$ cat src/host_txn_pkg.sv
// Constants for the host bus transaction decoder
package host_txn_pkg;
   // Queue
   localparam int QUEUE_DEPTH = 4;
   localparam int QPTR_W = 2;
   // First request field codes
   localparam logic [4:0] REQA_DEFER_REPLY = 5'h00;
   localparam logic [4:0] REQA_INTA_SPEC = 5'h08;
   localparam logic [4:0] REQA_BTM = 5'h09;
   localparam logic [4:0] REQA_IO_RD = 5'h10;
   localparam logic [4:0] REQA_IO_WR = 5'h11;
   localparam logic [4:0] REQA_MEM_RDINV = 5'h02;
   localparam logic [4:0] REQA_MEM_CODE_RD = 5'h04;
   localparam logic [4:0] REQA_MEM_DATA_RD = 5'h06;
   localparam logic [4:0] REQA_MEM_WB = 5'h05;
   localparam logic [4:0] REQA_MEM_WR = 5'h07;
   // Second request field codes
   localparam logic [4:0] REQB_INTA = 5'h00;
   localparam logic [4:0] REQB_SPECIAL = 5'h01;
   localparam logic [4:0] REQB_BTM = 5'h00;
   // Size and length field positions and values
   localparam int ASZ_HI = 4;
   localparam int ASZ_LO = 3;
   localparam int DSZ_HI = 4;
   localparam int DSZ_LO = 3;
   localparam int LEN_HI = 1;
   localparam int LEN_LO = 0;
   localparam logic [1:0] ASZ_32BIT = 2'h0;
   localparam logic [1:0] DSZ_64BIT = 2'h0;
   localparam logic [1:0] LEN_UPTO8 = 2'h0;
   localparam logic [1:0] LEN_16 = 2'h1;
   localparam logic [1:0] LEN_32 = 2'h2;
   localparam logic [1:0] LEN_RSVD = 2'h3;
   localparam logic [7:0] BE_ALL = 8'hFF;
   // Response codes
   localparam logic [2:0] RS_IDLE = 3'h0;
   localparam logic [2:0] RS_RETRY = 3'h1;
   localparam logic [2:0] RS_DEFER = 3'h2;
   localparam logic [2:0] RS_NODATA = 3'h5;
   localparam logic [2:0] RS_IWB = 3'h6;
   localparam logic [2:0] RS_DATA = 3'h7;
   // Targets
   typedef enum logic [2:0] {
      TGT_NONE, TGT_DRAM, TGT_HUB, TGT_CFG, TGT_GFX, TGT_SPECIAL
   } target_e;
   // Transaction kinds
   typedef enum logic [3:0] {
      KIND_BAD, KIND_INTA, KIND_SPECIAL, KIND_BTM, KIND_IO_RD, KIND_IO_WR,
      KIND_MEM_RD, KIND_MEM_WB, KIND_MEM_WR
   } kind_e;
endpackage
$ cat src/host_bus_transaction_decoder.sv
// Host bus in-order queue, transaction decode, routing and response selection
`timescale 1ns/10ps

module host_bus_transaction_decoder (
   // Clock and reset
   input wire logic i_clk,
   input wire logic i_srst,
   // Request phase
   input wire logic i_req_valid,
   output logic o_req_ready,
   input wire logic [4:0] i_request_type_first_field,
   input wire logic [4:0] i_request_type_second_field,
   input wire logic [7:0] i_byte_lane_enables,
   input wire logic i_locked,
   // Address decode results for the request
   input wire logic i_hit_dram,
   input wire logic i_hit_cfg,
   input wire logic i_hit_gfx,
   // Snoop result and target readiness
   input wire logic i_snoop_hitm,
   input wire logic i_hub_busy,
   input wire logic i_dram_locked_busy,
   input wire logic i_defer_enable,
   // Response phase
   input wire logic i_resp_ready,
   output logic o_resp_valid,
   output logic [2:0] o_response_code,
   output logic [2:0] o_resp_target,
   output logic o_resp_error,
   output logic [7:0] o_resp_byte_lane_enables,
   output logic [5:0] o_resp_byte_count,
   // Deferred reply
   input wire logic i_defer_done,
   input wire logic [1:0] i_defer_done_tag,
   input wire logic i_reply_ready,
   output logic o_reply_valid,
   output logic [4:0] o_reply_request_type,
   output logic [1:0] o_reply_tag
);

   ////////////////////////////////////////////////////////////////////////////
   // Decode of the incoming request
   host_txn_pkg::kind_e dec_kind;
   host_txn_pkg::target_e dec_tgt;
   logic dec_bad;
   logic [1:0] dec_len;
   logic [7:0] dec_be;
   logic [5:0] dec_cnt;
   logic [2:0] dec_rs;
   logic [4:0] ra;
   logic [4:0] rb;

   assign ra = i_request_type_first_field;
   assign rb = i_request_type_second_field;

   always_comb begin
      dec_kind = host_txn_pkg::KIND_BAD;
      dec_len = rb[host_txn_pkg::LEN_HI:host_txn_pkg::LEN_LO];
      case (ra)
         host_txn_pkg::REQA_INTA_SPEC: begin
            if (rb == host_txn_pkg::REQB_INTA) begin
               dec_kind = host_txn_pkg::KIND_INTA;
            end else if (rb == host_txn_pkg::REQB_SPECIAL) begin
               dec_kind = host_txn_pkg::KIND_SPECIAL;
            end
         end
         host_txn_pkg::REQA_BTM: begin
            if (rb == host_txn_pkg::REQB_BTM) begin
               dec_kind = host_txn_pkg::KIND_BTM;
            end
         end
         host_txn_pkg::REQA_IO_RD: dec_kind = host_txn_pkg::KIND_IO_RD;
         host_txn_pkg::REQA_IO_WR: dec_kind = host_txn_pkg::KIND_IO_WR;
         host_txn_pkg::REQA_MEM_RDINV,
         host_txn_pkg::REQA_MEM_CODE_RD,
         host_txn_pkg::REQA_MEM_DATA_RD: dec_kind = host_txn_pkg::KIND_MEM_RD;
         host_txn_pkg::REQA_MEM_WB: dec_kind = host_txn_pkg::KIND_MEM_WB;
         host_txn_pkg::REQA_MEM_WR: dec_kind = host_txn_pkg::KIND_MEM_WR;
         default: dec_kind = host_txn_pkg::KIND_BAD;
      endcase
   end

   // Size and length checks
   always_comb begin
      dec_bad = (dec_kind == host_txn_pkg::KIND_BAD);
      if (dec_kind == host_txn_pkg::KIND_MEM_RD || dec_kind == host_txn_pkg::KIND_MEM_WB ||
          dec_kind == host_txn_pkg::KIND_MEM_WR) begin
         if (ra[host_txn_pkg::ASZ_HI:host_txn_pkg::ASZ_LO] != host_txn_pkg::ASZ_32BIT) begin
            dec_bad = 1'b1;
         end
      end
      if (dec_kind == host_txn_pkg::KIND_IO_RD || dec_kind == host_txn_pkg::KIND_IO_WR ||
          dec_kind == host_txn_pkg::KIND_MEM_RD || dec_kind == host_txn_pkg::KIND_MEM_WB ||
          dec_kind == host_txn_pkg::KIND_MEM_WR) begin
         if (rb[host_txn_pkg::DSZ_HI:host_txn_pkg::DSZ_LO] != host_txn_pkg::DSZ_64BIT) begin
            dec_bad = 1'b1;
         end
         if (dec_len == host_txn_pkg::LEN_RSVD) begin
            dec_bad = 1'b1;
         end
      end
   end

   // Byte lanes and byte count from the length code
   always_comb begin
      dec_be = i_byte_lane_enables;
      dec_cnt = 6'h00;
      case (dec_len)
         host_txn_pkg::LEN_UPTO8: begin
            for (int b = 0; b < 8; b++) begin
               dec_cnt = dec_cnt + {5'h00, i_byte_lane_enables[b]};
            end
         end
         host_txn_pkg::LEN_16: begin
            dec_be = host_txn_pkg::BE_ALL;
            dec_cnt = 6'h10;
         end
         host_txn_pkg::LEN_32: begin
            dec_be = host_txn_pkg::BE_ALL;
            dec_cnt = 6'h20;
         end
         default: begin
            dec_be = 8'h00;
            dec_cnt = 6'h00;
         end
      endcase
   end

   // Target routing
   always_comb begin
      dec_tgt = host_txn_pkg::TGT_NONE;
      case (dec_kind)
         host_txn_pkg::KIND_INTA: dec_tgt = host_txn_pkg::TGT_HUB;
         host_txn_pkg::KIND_SPECIAL: dec_tgt = host_txn_pkg::TGT_SPECIAL;
         host_txn_pkg::KIND_BTM: dec_tgt = host_txn_pkg::TGT_NONE;
         host_txn_pkg::KIND_IO_RD,
         host_txn_pkg::KIND_IO_WR: begin
            if (i_hit_cfg) begin
               dec_tgt = host_txn_pkg::TGT_CFG;
            end else if (i_hit_gfx) begin
               dec_tgt = host_txn_pkg::TGT_GFX;
            end else begin
               dec_tgt = host_txn_pkg::TGT_HUB;
            end
         end
         host_txn_pkg::KIND_MEM_WB: dec_tgt = host_txn_pkg::TGT_DRAM;
         host_txn_pkg::KIND_MEM_RD,
         host_txn_pkg::KIND_MEM_WR: begin
            if (i_hit_gfx) begin
               dec_tgt = host_txn_pkg::TGT_GFX;
            end else if (i_hit_dram) begin
               dec_tgt = host_txn_pkg::TGT_DRAM;
            end else begin
               dec_tgt = host_txn_pkg::TGT_HUB;
            end
         end
         default: dec_tgt = host_txn_pkg::TGT_NONE;
      endcase
      if (dec_bad) begin
         dec_tgt = host_txn_pkg::TGT_NONE;
      end
   end

   // Response selection
   logic is_rd;
   logic is_wr;
   logic can_retry;
   logic can_defer;
   always_comb begin
      is_rd = (dec_kind == host_txn_pkg::KIND_MEM_RD) || (dec_kind == host_txn_pkg::KIND_IO_RD) ||
              (dec_kind == host_txn_pkg::KIND_INTA);
      is_wr = (dec_kind == host_txn_pkg::KIND_MEM_WR) || (dec_kind == host_txn_pkg::KIND_MEM_WB) ||
              (dec_kind == host_txn_pkg::KIND_IO_WR);
      // Writebacks are never retried
      can_retry = ((dec_tgt == host_txn_pkg::TGT_HUB) && (is_rd || is_wr) && i_hub_busy) ||
                  ((dec_tgt == host_txn_pkg::TGT_DRAM) && is_rd && i_locked &&
                   i_dram_locked_busy);
      can_defer = i_defer_enable && (((dec_tgt == host_txn_pkg::TGT_HUB) &&
                  (is_rd || dec_kind == host_txn_pkg::KIND_IO_WR)) ||
                  ((dec_tgt == host_txn_pkg::TGT_GFX) &&
                  (is_rd || dec_kind == host_txn_pkg::KIND_IO_WR)));
      if (can_retry) begin
         dec_rs = host_txn_pkg::RS_RETRY;
      end else if (i_snoop_hitm && !dec_bad && (is_rd || is_wr)) begin
         dec_rs = host_txn_pkg::RS_IWB;
      end else if (can_defer) begin
         dec_rs = host_txn_pkg::RS_DEFER;
      end else if (is_rd && !dec_bad && dec_cnt != 6'h00) begin
         dec_rs = host_txn_pkg::RS_DATA;
      end else begin
         dec_rs = host_txn_pkg::RS_NODATA;
      end
   end

   ////////////////////////////////////////////////////////////////////////////
   // In-order queue
   logic [2:0] q_rs_ff [host_txn_pkg::QUEUE_DEPTH];
   logic [2:0] q_tgt_ff [host_txn_pkg::QUEUE_DEPTH];
   logic q_bad_ff [host_txn_pkg::QUEUE_DEPTH];
   logic [7:0] q_be_ff [host_txn_pkg::QUEUE_DEPTH];
   logic [5:0] q_cnt_ff [host_txn_pkg::QUEUE_DEPTH];
   logic [host_txn_pkg::QPTR_W-1:0] wr_ptr_ff, nxt_wr_ptr;
   logic [host_txn_pkg::QPTR_W-1:0] rd_ptr_ff, nxt_rd_ptr;
   logic [2:0] count_ff, nxt_count;
   logic push;
   logic pop;

   assign o_req_ready = (count_ff < 3'(host_txn_pkg::QUEUE_DEPTH));
   assign push = i_req_valid && o_req_ready;
   assign pop = o_resp_valid && i_resp_ready;

   always_comb begin
      nxt_wr_ptr = push ? wr_ptr_ff + 2'h1 : wr_ptr_ff;
      nxt_rd_ptr = pop ? rd_ptr_ff + 2'h1 : rd_ptr_ff;
      nxt_count = count_ff + {2'h0, push} - {2'h0, pop};
   end

   always_ff @(posedge i_clk) begin
      if (i_srst) begin
         wr_ptr_ff <= 2'h0;
         rd_ptr_ff <= 2'h0;
         count_ff <= 3'h0;
      end else begin
         wr_ptr_ff <= nxt_wr_ptr;
         rd_ptr_ff <= nxt_rd_ptr;
         count_ff <= nxt_count;
      end
   end

   generate
      for (genvar e = 0; e < host_txn_pkg::QUEUE_DEPTH; e++) begin : g_entry
         logic wen;
         logic [2:0] nxt_rs;
         logic [2:0] nxt_tgt;
         logic nxt_bad;
         logic [7:0] nxt_be;
         logic [5:0] nxt_cnt;
         assign wen = push && (wr_ptr_ff == 2'(e));
         always_comb begin
            nxt_rs = q_rs_ff[e];
            nxt_tgt = q_tgt_ff[e];
            nxt_bad = q_bad_ff[e];
            nxt_be = q_be_ff[e];
            nxt_cnt = q_cnt_ff[e];
            if (wen) begin
               nxt_rs = dec_rs;
               nxt_tgt = dec_tgt;
               nxt_bad = dec_bad;
               nxt_be = (dec_kind == host_txn_pkg::KIND_BTM) ? 8'h00 : dec_be;
               nxt_cnt = (dec_kind == host_txn_pkg::KIND_BTM) ? 6'h00 : dec_cnt;
            end
         end
         always_ff @(posedge i_clk) begin
            if (i_srst) begin
               q_rs_ff[e] <= host_txn_pkg::RS_IDLE;
               q_tgt_ff[e] <= 3'h0;
               q_bad_ff[e] <= 1'b0;
               q_be_ff[e] <= 8'h00;
               q_cnt_ff[e] <= 6'h00;
            end else begin
               q_rs_ff[e] <= nxt_rs;
               q_tgt_ff[e] <= nxt_tgt;
               q_bad_ff[e] <= nxt_bad;
               q_be_ff[e] <= nxt_be;
               q_cnt_ff[e] <= nxt_cnt;
            end
         end
      end
   endgenerate

   // Response outputs from the queue head; idle code when empty
   assign o_resp_valid = (count_ff != 3'h0);
   assign o_response_code = o_resp_valid ? q_rs_ff[rd_ptr_ff] : host_txn_pkg::RS_IDLE;
   assign o_resp_target = q_tgt_ff[rd_ptr_ff];
   assign o_resp_error = o_resp_valid && q_bad_ff[rd_ptr_ff];
   assign o_resp_byte_lane_enables = q_be_ff[rd_ptr_ff];
   assign o_resp_byte_count = q_cnt_ff[rd_ptr_ff];

   ////////////////////////////////////////////////////////////////////////////
   // Deferred reply issue
   logic [host_txn_pkg::QUEUE_DEPTH-1:0] pend_ff, nxt_pend;
   logic [1:0] pend_tag;
   logic pend_any;
   logic reply_valid_ff, nxt_reply_valid;
   logic [1:0] reply_tag_ff, nxt_reply_tag;

   always_comb begin
      pend_any = 1'b0;
      pend_tag = 2'h0;
      for (int t = host_txn_pkg::QUEUE_DEPTH - 1; t >= 0; t--) begin
         if (pend_ff[t]) begin
            pend_any = 1'b1;
            pend_tag = 2'(t);
         end
      end
      nxt_pend = pend_ff;
      nxt_reply_valid = reply_valid_ff;
      nxt_reply_tag = reply_tag_ff;
      if (reply_valid_ff && i_reply_ready) begin
         nxt_reply_valid = 1'b0;
      end else if (!reply_valid_ff && pend_any) begin
         nxt_reply_valid = 1'b1;
         nxt_reply_tag = pend_tag;
         nxt_pend[pend_tag] = 1'b0;
      end
      if (i_defer_done) begin
         nxt_pend[i_defer_done_tag] = 1'b1;
      end
   end

   always_ff @(posedge i_clk) begin
      if (i_srst) begin
         pend_ff <= '0;
         reply_valid_ff <= 1'b0;
         reply_tag_ff <= 2'h0;
      end else begin
         pend_ff <= nxt_pend;
         reply_valid_ff <= nxt_reply_valid;
         reply_tag_ff <= nxt_reply_tag;
      end
   end

   assign o_reply_valid = reply_valid_ff;
   assign o_reply_request_type = host_txn_pkg::REQA_DEFER_REPLY;
   assign o_reply_tag = reply_tag_ff;

endmodule

$ cat config.mk
export PLATFORM = sky130hd
export DESIGN_NAME = host_bus_transaction_decoder
export DESIGN_NICKNAME = d
export VERILOG_FILES = /design/src/host_txn_pkg.sv /design/src/host_bus_transaction_decoder.sv
export SDC_FILE = /design/constraint.sdc
export NUM_CORES = 1
export LEC_CHECK = 0
export BUFFER_PORTS_ARGS = -buffer_cell sky130_fd_sc_hd__buf_4
export CORE_MARGIN = 3
export CORE_UTILIZATION = 28
export CTS_BUF_LIST = sky130_fd_sc_hd__clkbuf_4 sky130_fd_sc_hd__clkbuf_8 sky130_fd_sc_hd__clkbuf_16
export DETAILED_ROUTE_END_ITERATION = 7
export GPL_ROUTABILITY_DRIVEN = 0
export HOLD_SLACK_MARGIN = 0.08
export SETUP_SLACK_MARGIN = 0.1
export SLEW_MARGIN = 20
export SYNTH_ARGS = -nofsm -noshare
export SYNTH_HDL_FRONTEND = slang
export SYNTH_SLANG_ARGS = --single-unit
export TNS_END_PERCENT = 30
$ cat constraint.sdc
create_clock -name i_clk -period 3.9 [get_ports i_clk]
set_input_delay 0.78 -clock i_clk [delete_from_list [all_inputs] [get_ports i_clk]]
set_output_delay 0.78 -clock i_clk [all_outputs]
set_load 0.005 [all_outputs]
# After elaboration in Yosys (flattened, before gate mapping)
# Memories as Yosys holds them, arrays and structs flattened. A register that Yosys moved wholly into a read port is not among the register bits.
# Cells that the tools add are included.
[op_classes] add_sub_neg=11 n_mux=92 n_reduce_logical=57 order_cmp=5 bitwise_logic=24 eq_ne=31
[op_table] operator="two-way mux 3 bit" count=24
[op_table] operator="two-way mux 8 bit" count=9
[op_table] operator="two-way mux 6 bit" count=9
[op_table] operator="two-way mux 2 bit" count=19
[op_table] operator="one-hot mux 4 bit (7 select lines)" count=1
[op_table] operator="logical AND 1 bit" count=23
[op_table] operator="two-way mux 1 bit" count=22
[op_table] operator="equality test 5 x 3 -> 1 bit, second input constant" count=4
[op_table] operator="OR 1 bit" count=20
[op_table] operator="one-hot mux 6 bit (3 select lines)" count=1
[op_table] operator="equality test 4 x 3 -> 1 bit, second input constant" count=4
[op_table] operator="one-hot mux 8 bit (2 select lines)" count=1
[op_table] operator="one-hot mux 3 bit (5 select lines)" count=1
[op_table] operator="logical OR 1 bit" count=14
[op_table] operator="adder 6 x 1 -> 6 bit" count=2
[op_table] operator="two-way mux 4 bit" count=3
[op_table] operator="equality test 5 x 4 -> 1 bit, second input constant" count=2
[op_table] operator="equality test 5 bit, second input constant" count=2
[op_table] operator="AND reduction 2 bit" count=5
[op_table] operator="equality test 2 bit, second input constant" count=4
[op_table] operator="equality test 4 x 2 -> 1 bit, second input constant" count=2
[op_table] operator="OR reduction 2 bit" count=4
[op_table] operator="adder 5 x 1 -> 6 bit" count=1
[op_table] operator="< comparator 2 x 3 -> 1 bit, second input constant" count=2
[op_table] operator="31 further kinds" count=41
[totals] output_inout_bits=31 memories=5 reg_bits=14 mem_bits_rw=84
[memory_table] memory="q_be_ff" words=4 width=8 rd=1 rd_clocked_by_memory_dff=1 write_ports=4 line="host_bus_transaction_decoder.sv:200" text="logic [7:0] q_be_ff [host_txn_pkg::QUEUE_DEPTH];"
[memory_table] memory="q_cnt_ff" words=4 width=6 rd=1 rd_clocked_by_memory_dff=1 write_ports=4 line="host_bus_transaction_decoder.sv:201" text="logic [5:0] q_cnt_ff [host_txn_pkg::QUEUE_DEPTH];"
[memory_table] memory="q_rs_ff" words=4 width=3 rd=1 rd_clocked_by_memory_dff=1 write_ports=4 line="host_bus_transaction_decoder.sv:197" text="logic [2:0] q_rs_ff [host_txn_pkg::QUEUE_DEPTH];"
[memory_table] memory="q_tgt_ff" words=4 width=3 rd=1 rd_clocked_by_memory_dff=1 write_ports=4 line="host_bus_transaction_decoder.sv:198" text="logic [2:0] q_tgt_ff [host_txn_pkg::QUEUE_DEPTH];"
[memory_table] memory="q_bad_ff" words=4 width=1 rd=1 rd_clocked_by_memory_dff=1 write_ports=4 line="host_bus_transaction_decoder.sv:199" text="logic q_bad_ff [host_txn_pkg::QUEUE_DEPTH];"

# Depth between registers and ports, before layout
# Gate-level depths: netlist of the first run.
[depth] word_depth=21 mapped_depth=13 depth_no_buf=13

# Worst setup path after synthesis of the first run
# No wires, ideal clock.
[synth_timing] path_type="input to register" start="input i_byte_lane_enables[0]" end="memory q_rs_ff[0][1] (data pin)" t_arrival_ns=3.652 stages=12 path_slack_ns=-0.007 setup_ns=0.255 required_ns=3.645 cell_sequence="fa_1 inv_1 fa_1 fa_1 inv_1 ha_1 fa_1 o31ai_1 o21ai_0 a22oi_1 o22ai_1 and3_1"
[synth_lines] item="start: declaration" line="host_bus_transaction_decoder.sv:13" text="input wire logic [7:0] i_byte_lane_enables,"
[synth_lines] item="end: declaration" line="host_bus_transaction_decoder.sv:197"

==> summary.md, run 1 <==
- sky130_fd_sc_hd__fa_1 — standard cell with the maximum stage delay on the critical path
- 3880 ps — arrival time worst endpoint
- yes — CTS tree
- 0.0198 mm² — full die area
- input pin to register — WS Path Type
- 0 — antenna violations before repair
- 11,700 µm — wire length after detailed routing
- 0.00508 mm² — post-synthesis instance area
- 540 ps — delay of the slowest cell on the worst path
- 265 MHz — highest clock frequency the design can meet
- 0 — ANT nets after route
- 56.0% — share of the yosys chip area belonging to registers
- 0 — final hold violation count
- 100 — total clock sinks
- 279 — initial DRC count
- 3,383 — total number of vias
- 25.3% — fraction of layout instances using a drive strength above 1
- buf_4 -> fa_1 -> inv_1 -> fa_1 -> fa_1 -> inv_1 -> ha_4 -> fa_2 -> o31ai_4 -> o21ai_2 -> a22oi_2 -> o22ai_2 -> and3_1 — sequence of cells on the critical path
- 0.0175 mm² — Core Area
- sky130_fd_sc_hd__clkbuf_16 — master cell of the clock root buffer
- 12.0% — global-route usage over all layers
- 3.15 mW — post-route total power
- 712 — non-filler cells, final
- 43.1% — Seq pwr share
- 3,474 — number of global-route vias before repair
- 50 — count of unique library cells instantiated by Yosys
- 0 — max-slew violation total from the final report
- 48 — count of standard-cell rows
- 0 — max-cap violations
- sky130_fd_sc_hd__fa_1 — Crit path top cell by count
- 2.26 mW — Cell Int Power
- 0 — number of buffers added to fix hold violations after cts
- 28.4% — Switching Fraction
- pend_ff[3]$_SDFF_PP0_ — Hold Crit Start
- 535 — net count reported at finish
- 514 mW/mm² — power per cell area
- 35.0% — final standard cell utilization of the core
- count_ff[1]$_SDFF_PP0_ — worst r2r src
- 9 — Num CTS Buffers
- 1430 ps — setup slack on the worst flop-to-flop path
- 70 ps — clock slew seen by the registers of the worst setup and hold paths
- 51.1% — headroom to the max-slew limit
- 0.894 mW — Switching Power
- 96.8% — final period utilization
- 4.75 — DR vias/cell
- 731 ps — slew of the pin with the lowest slew margin
- 2.42 nW — leak pwr
- 0 — post-CTS setup repair buffer count
- 8160 µm — post-detail-place hpwl
- complete, no violations — result of the run
- 59 — Port-buffer cells
- 3770 ps — post-layout min period
- 29.5% — clock group share of total power
- 84 — number of enable flip-flop cells after synthesis
- 4 — highest fanout seen on the critical path
- 2 — cell depth of the worst min-delay path
- 0% — ys async rst share
- 10 — logic depth of the worst register-to-register path
- 12.0 µm² — Mean Syn Cell Area
- register — endpoint kind of the worst setup timing path
- 27.4% — relative contribution of combinational cells to total power
- 3 — number of buffers and inverters on the critical path
- 13 — total stage count of the critical path
- 4 — drt first pass iters
- 8.47 ps — setup clock skew after layout
- sky130_fd_sc_hd__edfxtp_1 — most common flop cell mapped by yosys
- yes — setup repair after global routing missed its margin
- 100 — #FFs+latches synth
- 16.4 µm — average wire length per cell after detail routing
- 182 µV — worst ir drop on vdd
- sky130_fd_sc_hd__nor2_1 — commonest non-fill, non-tap cell in the layout
- 0 — antenna cell count
- adder cells — cell class contributing the biggest share of worst-path delay
- 3 — maximum level of the CTS H-tree
- 4000 ps — Req. time, crit path
- sky130_fd_sc_hd__nor2_1 (89), sky130_fd_sc_hd__edfxtp_1 (84), sky130_fd_sc_hd__buf_4 (69) — commonest cells after routing, fill and taps aside
- register to register — class of the tightest hold or removal check
- 0 — final setup fails
- count_ff[2]$_SDFF_PP0_ — RR Endpoint
- 141 µm — horizontal die dimension
- 350 ps — clock latency reported for the late side of the worst-skew pair
- 0 — detailed-route DRC error count
- 141 µm — die boundary height
- 424 — cells after synthesis
- 20.9% — layout overhead on the synthesized area
- 65 — number of I/O pins
- 2 — maximum number of buffers from clock root to sink
- 0 — total overflow reported by the global router
- 696 — Placed Cells incl. Taps
- 22 — pin count of the biggest net entering global routing
- 29.0% — Initial Utilization
- pend_ff[3]$_SDFF_PP0_ — worst min-delay path endpoint
- 0 — synth warn
- input pin — CP startpoint kind
- 18,600 µm — first-pass GRT wire length
[cell families after synthesis]
| kind of cell | after synthesis | synth area share [%] |
|---|---|---|
| other | 1 | 0.0738 |
| AO/OA/AOI/OAI | 54 | 7.32 |
| AND/OR/NAND/NOR | 176 | 16.5 |
| XOR/XNOR | 6 | 1.03 |
| flip-flops | 100 | 56.0 |
| buffers and inverters | 47 | 4.34 |
| adder cells (fa/ha/maj) | 19 | 5.42 |
| multiplexers | 21 | 9.31 |
[per-layer routing]
metal | global-route usage [%] | share of wire, % | vias to the layer above
met4 | 4.64 | 2.2 | 0
met2 | 20.1 | 49 | 97
met3 | 3.09 | 6.3 | 17
met5 | 0 | 0 | -
met1 | 14.9 | 42 | 1644
li1 | - | - | 1625
[state kept, by name, summed over array words and instances (netlist names), named ones only]
name and flops:
count_ff 3, o_reply_tag 2, o_reply_valid 1, pend_ff 4
q_bad_ff 4, q_be_ff 32, q_cnt_ff 24, q_rs_ff 12
q_tgt_ff 12, rd_ptr_ff 2, wr_ptr_ff 2
[how the worst max path moves through the flow]
stage	startpoint	slack, ps	end
global route	i_byte_lane_enables[0]	-0.007	q_rs_ff[3][1]$_SDFFCE_PN0P_
global placement	i_byte_lane_enables[0]	-340	q_rs_ff[0][1]$_SDFFCE_PN0P_
floorplan	i_byte_lane_enables[0]	-7	q_rs_ff[0][1]$_SDFFCE_PN0P_
detailed placement	i_byte_lane_enables[0]	-400	q_rs_ff[0][1]$_SDFFCE_PN0P_
CTS	i_byte_lane_enables[0]	-10	q_rs_ff[0][1]$_SDFFCE_PN0P_
finish	i_byte_lane_enables[0]	130	q_rs_ff[1][1]$_SDFFCE_PN0P_
[Yosys cell counts, drive strengths merged (3+ instances only)]
master	number	area [µm²]
a21o	14	105
a21oi	18	90.1
and2	10	62.6
and3	13	81.3
buf	13	92.6
clkbuf	14	52.6
dfxtp	16	320
edfxtp	84	2520
fa	5	100
ha	14	175
inv	20	75.1
mux4	21	473
nand2	26	97.6
nand3	4	20.0
nand3b	3	22.5
nor2	89	334
nor2b	5	31.3
nor3	6	30.0
nor3b	6	45.0
o21ai	4	20.0
o21bai	3	26.3
o22ai	3	18.8
or2	3	18.8
xnor2	4	35.0
[final cells by class]
cell class	count	area (µm²)
inverter	20	75.1
timing repair buffer	70	538
tap	225	282
clock buffer	9	225
clock inverter	7	97.6
multi-input combinational	281	2080
sequential	100	2840
fill	1737	11400
[repair_timing]
item | in CTS | in global routing
setup endpoints to repair | 4 | 4
pin swaps | 0 | 5
gates resized for setup | 1 | 9
[power by group through the flow]
stage	sequential, mW	combinational (mW)	clock [mW]
finish	1.36	0.863	0.931
floorplan	1.35	0.520	0
global placement	1.38	0.848	0
detailed placement	1.39	0.862	0
global route	1.38	0.955	0.997
CTS	1.36	0.866	0.951
[through the flow]
stage	setup WS, ps	TNS, ps	hold slack (ps)	area (µm²)
3_3_place_gp	-343	-1370	483	5770
5_1_grt	-0.00666	-0.00666	539	6140
3_5_place_dp	-401	-1560	498	5770
4_1_cts	-12.8	-12.8	507	6090
2_1_floorplan	-7.09	-28.4	467	5090
6_report	126	0	501	6140
[tightest hold or removal path, delay by kind of cell, from the launching register on]
kind	cells	cell delay, ps
flops	1	320
compound gates	2	130
No activity file was read; power rests on OpenSTA's default activity.
==> run 2: changes to the inputs <==
ABC_AREA = 1   (was default)
CORE_UTILIZATION = 40   (was 28)
==> run 2 against run 1 <==
  * Via count rose by 17%
  * Clock power shrank 6.8%
  * Non-clock buffer count grew 6
  * Utilization is 15 points higher
  * Global-route usage is 4.8 points higher
  * Cell count up 12%
  * Largest cell class unchanged
  * Largest power group unchanged
==> summary.md, run 2 <==
- complete, no violations — result of the run
- sky130_fd_sc_hd__nor2_1 (154), sky130_fd_sc_hd__edfxtp_1 (84), sky130_fd_sc_hd__buf_4 (75) — commonest cells after routing, fill and taps aside
- 2 — maximum number of buffers from clock root to sink
- 49.6% — final standard cell utilization of the core
- 0 — post-CTS setup repair buffer count
- -278 ps — worst setup slack before clock tree synthesis
- 0 — max-cap violations
- 32 — number of flip-flops in the largest register
- count_ff[2]$_SDFF_PP0_ — RR Endpoint
- 0.0142 mm² — full die area
- sky130_fd_sc_hd__edfxtp_1 (49%), sky130_fd_sc_hd__nor2_1 (11%), sky130_fd_sc_hd__dfxtp_1 (6.3%) — main area contributors after synthesis
- 1270 ps — setup slack on the worst flop-to-flop path
- 5.99 ps — setup clock skew after layout
- 314 µV — worst ir drop on vdd
- 41.7% — Initial Utilization
- 9.04 µm² — Mean Syn Cell Area
- 3720 ps — post-layout min period
- 680 — net count reported at finish
- 95.4% — final period utilization
- 43 — pin count of the biggest net entering global routing
- 19,000 µm — first-pass GRT wire length
- 100 — #FFs+latches synth
- 4 — highest fanout seen on the critical path
- count_ff[1]$_SDFF_PP0_ — worst r2r src
- 0.00512 mm² — post-synthesis instance area
- sky130_fd_sc_hd__edfxtp_1 — most common flop cell mapped by yosys
- 119 µm — die boundary height
- 269 MHz — highest clock frequency the design can meet
- 9 — Num CTS Buffers
- 0.00608 mm² — Finished Cell Area
- i_byte_lane_enables[0] — origin of the worst setup path
- 60 ps — clock slew seen by the registers of the worst setup and hold paths
- 3980 ps — Req. time, crit path
- 0 — final setup fails
- 784 — Placed Cells incl. Taps
- 4.94 — DR vias/cell
- input pin — CP startpoint kind
- 2.57 nW — leak pwr
- sky130_fd_sc_hd__nor2_1 (154), sky130_fd_sc_hd__edfxtp_1 (84), sky130_fd_sc_hd__nand2_1 (68), sky130_fd_sc_hd__o21ai_0 (56), sky130_fd_sc_hd__inv_1 (46) — synth cell count leaders
- 3,948 — total number of vias
- 55.6% — share of the yosys chip area belonging to registers
- 0 — antenna cell count
- 18.8% — layout overhead on the synthesized area
- 31 — count of unique library cells instantiated by Yosys
- 3.15 mW — post-route total power
- sky130_fd_sc_hd__nor2_1 — commonest non-fill, non-tap cell in the layout
- 65 — number of I/O pins
- yes — setup repair after global routing missed its margin
- 3800 ps — arrival time worst endpoint
- 470 ps — minimum hold slack
- 177 ps — setup ws final
- 4 — drt first pass iters
- 340 ps — clock latency reported for the late side of the worst-skew pair
- 16.8% — global-route usage over all layers
- o_reply_tag[1]$_SDFFE_PP0P_ — Hold Crit Start
- register to register — class of the tightest hold or removal check
- 800 — non-filler cells, final
- 0 — antenna violations before repair
- 59 — Port-buffer cells
- q_be_ff — most flop-heavy register
- sky130_fd_sc_hd__clkbuf_16 — master cell of the clock root buffer
- 40 — count of standard-cell rows
- 0.00577 mm² — total cell area at the placement stage
- 1080 ps — slew of the pin with the lowest slew margin
- 17.2% — fraction of layout instances using a drive strength above 1
- 0 — synth warn
- 0 — ANT nets after route
- 3,791 — number of global-route vias before repair
- 12 — logic depth of the worst register-to-register path
- q_rs_ff[2][1]$_SDFFCE_PN0P_ — worst setup path endpoint
- 49.3% — top cell type's share of synthesized area
- 7770 µm — post-detail-place hpwl
- 0 — total overflow reported by the global router
- 0% — ys async rst share
- 0.0123 mm² — Core Area
- 0 — number of buffers added to fix hold violations after cts
- 3 — maximum level of the CTS H-tree
- 252 — initial DRC count
- 11,700 µm — wire length after detailed routing
- 119 µm — horizontal die dimension
- 100 — total clock sinks
- 14.7 µm — average wire length per cell after detail routing
- 519 mW/mm² — power per cell area
- sky130_fd_sc_hd__edfxtp_1 — post-synth top area cell
- register — endpoint kind of the worst setup timing path
- 0 — detailed-route DRC error count
- yes — CTS tree
- 0 — max-slew violation total from the final report
- 0 — final hold violation count
- 566 — cells after synthesis
- 0 ps — sum of negative setup slack
- 84 — number of enable flip-flop cells after synthesis
- 27.8% — headroom to the max-slew limit
- sky130_fd_sc_hd__nor2_1 — most frequently used cell type in the post-synthesis netlist
- q_be_ff: 32 flops, q_cnt_ff: 24 flops — registers with the most flip-flops
- input pin to register — WS Path Type
-- run 2: cell count changes in the layout (fill, tap and decap cells not counted), moves of 15 or more --
| cell | delta |
|---|---|
| sky130_fd_sc_hd__nand2_1 | +42 |
| sky130_fd_sc_hd__o21ai_0 | +53 |
| sky130_fd_sc_hd__nor2_1 | +65 |
| sky130_fd_sc_hd__mux4_2 | -21 |
| sky130_fd_sc_hd__o22ai_1 | +15 |
| sky130_fd_sc_hd__inv_1 | +26 |
-- run 2: power breakdown --
part	leakage [nW]	internal (mW)	switching, mW	total (mW)
logic	1.41	0.392	0.548	0.940
clock network	0.147	0.495	0.373	0.868
registers	1.01	1.30	0.0451	1.34
total	2.57	2.19	0.966	3.15
-- run 2: per-layer routing --
metal  GRT usage (%)  vias up  share of wire (%)  wire length [µm]
met5               0        -                  0                 0
met4            5.36        0                1.2               138
met3            2.75       11                4.6               543
met2            29.1       93                 49              5790
met1            21.5     1832                 45              5270
li1                -     2012                  -                 -
-- run 2: logic make-up after synthesis --
kind of cell / share of synthesized area (%)
and+or+nand+nor: 21.6
AOI/OAI and AO/OA: 11.0
DFF: 55.6
buffers and inverters: 6.09
adders and majority gates: 5.38
xor gates and xnor gates: 0.342
other: 0.0733
-- run 2: how the worst min path moves through the flow --
stage	endpoint	slack (ps)	cells past startpoint
finish	o_reply_tag[1]$_SDFFE_PP0P_	470	2
global route	o_reply_tag[0]$_SDFFE_PP0P_	490	2
CTS	o_reply_tag[0]$_SDFFE_PP0P_	470	2
detailed placement	o_reply_tag[0]$_SDFFE_PP0P_	460	2
global placement	o_reply_tag[0]$_SDFFE_PP0P_	450	2
floorplan	register	440	2
-- run 2: final cells by class --
class | count | area (µm²)
sequential | 100 | 2840
clock buffer | 9 | 225
inverter | 46 | 173
multi-input combinational | 394 | 1990
clock inverter | 7 | 66.3
timing repair buffer | 76 | 574
tap | 168 | 210
fill | 1180 | 6180
-- run 2: what timing repair did --
item                       CTS  global route
pin swaps                    0             2
gates resized for setup      1             2
setup endpoints to repair    4             5
-- run 2: worst max-delay path: stages --
cell,delay [ps]
sky130_fd_sc_hd__buf_6,100
sky130_fd_sc_hd__fa_1,520
sky130_fd_sc_hd__inv_1,50
sky130_fd_sc_hd__fa_1,460
sky130_fd_sc_hd__fa_1,490
sky130_fd_sc_hd__inv_1,40
sky130_fd_sc_hd__ha_2,170
sky130_fd_sc_hd__fa_1,450
sky130_fd_sc_hd__nand2_1,90
sky130_fd_sc_hd__nand2_1,60
sky130_fd_sc_hd__nor4_2,230
sky130_fd_sc_hd__nor2_1,70
sky130_fd_sc_hd__nand2_1,70
sky130_fd_sc_hd__nand3_1,80
sky130_fd_sc_hd__nand2_2,90
sky130_fd_sc_hd__nor2_1,50
==> run 3: changes to the inputs <==
BUFFER_PORTS_ARGS = default   (was -buffer_cell sky130_fd_sc_hd__buf_4)
DONT_BUFFER_PORTS = 1   (was default)
==> run 3 against run 2 <==
  * Sequential share of layout area is 4.5 points higher
  * Utilization is 4.3 points lower
  * Clock skew is 2.6 ps higher
  * Die area stayed put
  * Global-route usage hardly changed
  * Total power is 8.8% lower
  * Largest cell class unchanged
  * Largest power group unchanged
==> summary.md, run 3 (synthesis gave the netlist of run 2 again) <==
- 5 — drt first pass iters
- 45.2% — final standard cell utilization of the core
- count_ff[2]$_SDFF_PP0_ — RR Endpoint
- yes — CTS tree
- 518 mW/mm² — power per cell area
- 60 ps — clock slew seen by the registers of the worst setup and hold paths
- 264 — initial DRC count
- 0 — number of buffers added to fix hold violations after cts
- 12 — logic depth of the worst register-to-register path
- 612 — net count reported at finish
- complete, no violations — result of the run
- sky130_fd_sc_hd__clkbuf_16 — master cell of the clock root buffer
- met2 — Most Crowded Layer GR
- 0 — max-cap violations
- 65 — number of I/O pins
- count_ff[1]$_SDFF_PP0_ — worst r2r src
- 3,571 — number of global-route vias before repair
- 0 — max-slew violation total from the final report
- 16.1 µm — average wire length per cell after detail routing
- 716 — Placed Cells incl. Taps
- 32 — number of flip-flops in the largest register
- input pin to register — WS Path Type
- 0 — antenna violations before repair
- 0 — ANT nets after route
- 0 — final hold violation count
- 7.83% — fraction of layout instances using a drive strength above 1
- 41.7% — Initial Utilization
- 1110 ps — slew of the pin with the lowest slew margin
- 0 — detailed-route DRC error count
- 0 — antenna cell count
- 272 MHz — highest clock frequency the design can meet
- 43 — pin count of the biggest net entering global routing
- 40 — count of standard-cell rows
- 11,700 µm — wire length after detailed routing
- 16.8% — global-route usage over all layers
- 27.9% — GR met2 Demand/Resource
- 0 — final setup fails
- sky130_fd_sc_hd__nor2_1 — commonest non-fill, non-tap cell in the layout
- register — endpoint kind of the worst setup timing path
- 3940 ps — Req. time, crit path
- 3720 ps — arrival time worst endpoint
- 340 ps — clock latency reported for the late side of the worst-skew pair
- 25.8% — headroom to the max-slew limit
- 0.00526 mm² — total cell area at the placement stage
- 22.4% — met1 usage in global routing
- 8.62 ps — setup clock skew after layout
- 2 — maximum number of buffers from clock root to sink
- 94.4% — final period utilization
- 0.0142 mm² — full die area
- 9 — Num CTS Buffers
- 3 — maximum level of the CTS H-tree
- 0.00200 mm² — area of the multi-input gates
- sky130_fd_sc_hd__nor2_1 (154), sky130_fd_sc_hd__edfxtp_1 (84), sky130_fd_sc_hd__nand2_1 (67) — commonest cells after routing, fill and taps aside
- 18,900 µm — first-pass GRT wire length
- 232 µV — worst ir drop on vdd
- 730 — non-filler cells, final
- 119 µm — horizontal die dimension
- register to register — class of the tightest hold or removal check
- 3680 ps — post-layout min period
- rd_ptr_ff[1]$_SDFFE_PP0P_ — worst min-delay path endpoint
- q_be_ff — most flop-heavy register
- 0 — Port-buffer cells
- 7640 µm — post-detail-place hpwl
- 5.17 — DR vias/cell
- 3,773 — total number of vias
- 0.00555 mm² — Finished Cell Area
- 0.00284 mm² — combined flip-flop and latch cell area
- 2 — cell depth of the worst min-delay path
- q_be_ff: 32 flops, q_cnt_ff: 24 flops — registers with the most flip-flops
- 4 — highest fanout seen on the critical path
- 1,169 — count of fill cells added during filler insertion
- no — setup repair after global routing missed its margin
- 220 ps — setup ws final
- input pin — CP startpoint kind
- 119 µm — die boundary height
- 8.41% — layout overhead on the synthesized area
- 100 — total clock sinks
- 1120 ps — setup slack on the worst flop-to-flop path
- rd_ptr_ff[1]$_SDFFE_PP0P_ — Hold Crit Start
- -176 ps — worst setup slack before clock tree synthesis
- 0.0123 mm² — Core Area
- 0 — total overflow reported by the global router
- 2.23 nW — leak pwr
- 3.32% — met3 layer usage reported by global route
==> run 3: worst max-delay path by stage <==
stage,startpoint,to,cells past startpoint
floorplan,i_byte_lane_enables[0],q_rs_ff[0][1]$_SDFFCE_PN0P_,15
global placement,i_byte_lane_enables[0],q_rs_ff[1][1]$_SDFFCE_PN0P_,15
detailed placement,i_byte_lane_enables[0],q_rs_ff[2][1]$_SDFFCE_PN0P_,15
CTS,i_byte_lane_enables[0],q_rs_ff[2][1]$_SDFFCE_PN0P_,15
global route,i_byte_lane_enables[0],q_rs_ff[1][1]$_SDFFCE_PN0P_,15
finish,i_byte_lane_enables[0],q_rs_ff[1][1]$_SDFFCE_PN0P_,15
==> run 3: what timing repair did <==
| item | in CTS | in global routing |
|---|---|---|
| buffers inserted | 0 | 0 |
| resized for setup | 0 | 4 |
| setup endpoints to repair | 0 | 4 |
| hold endpoints to repair | 0 | 0 |
==> run 3: report_power, final <==
| part | internal (mW) | switching [mW] |
|---|---|---|
| clock network | 0.433 | 0.362 |
| logic | 0.218 | 0.516 |
| registers | 1.30 | 0.0462 |
==> run 3: layout make-up <==
cell class,count,area share (%)
clock buffer,10,4.20
clock inverter,4,0.496
inverter,46,3.11
multi-input combinational,394,36.1
sequential,100,51.3
tap,168,3.79
timing repair buffer,8,1.08
==> run 3: worst max-delay path: stages <==
cell and delay, ps:
sky130_fd_sc_hd__fa_1 520, sky130_fd_sc_hd__inv_1 50, sky130_fd_sc_hd__fa_1 450, sky130_fd_sc_hd__fa_1 490
sky130_fd_sc_hd__inv_1 40, sky130_fd_sc_hd__ha_1 200, sky130_fd_sc_hd__fa_2 360, sky130_fd_sc_hd__xnor2_2 170
sky130_fd_sc_hd__nor3_2 60, sky130_fd_sc_hd__nor4_2 250, sky130_fd_sc_hd__nor2_1 70, sky130_fd_sc_hd__nand2_1 70
sky130_fd_sc_hd__nand3_1 90, sky130_fd_sc_hd__nand2_2 90, sky130_fd_sc_hd__nor2_1 50
==> run 3: per-stage QoR <==
stage          total power [mW]  hold slack [ps]  TNS [ps]
3_3_place_gp               2.09              454      -604
2_1_floorplan              1.89              436         0
6_report                   2.87              475         0
5_1_grt                    3.03              487         0
3_5_place_dp               2.11              465      -664
4_1_cts                    2.90              478         0
==> run 3: layer usage <==
metal  up-vias  share of wire, %
met5         -                 0
met4         0               1.3
met3        12               6.7
met2       127                48
met1      1762                44
li1       1872                 -
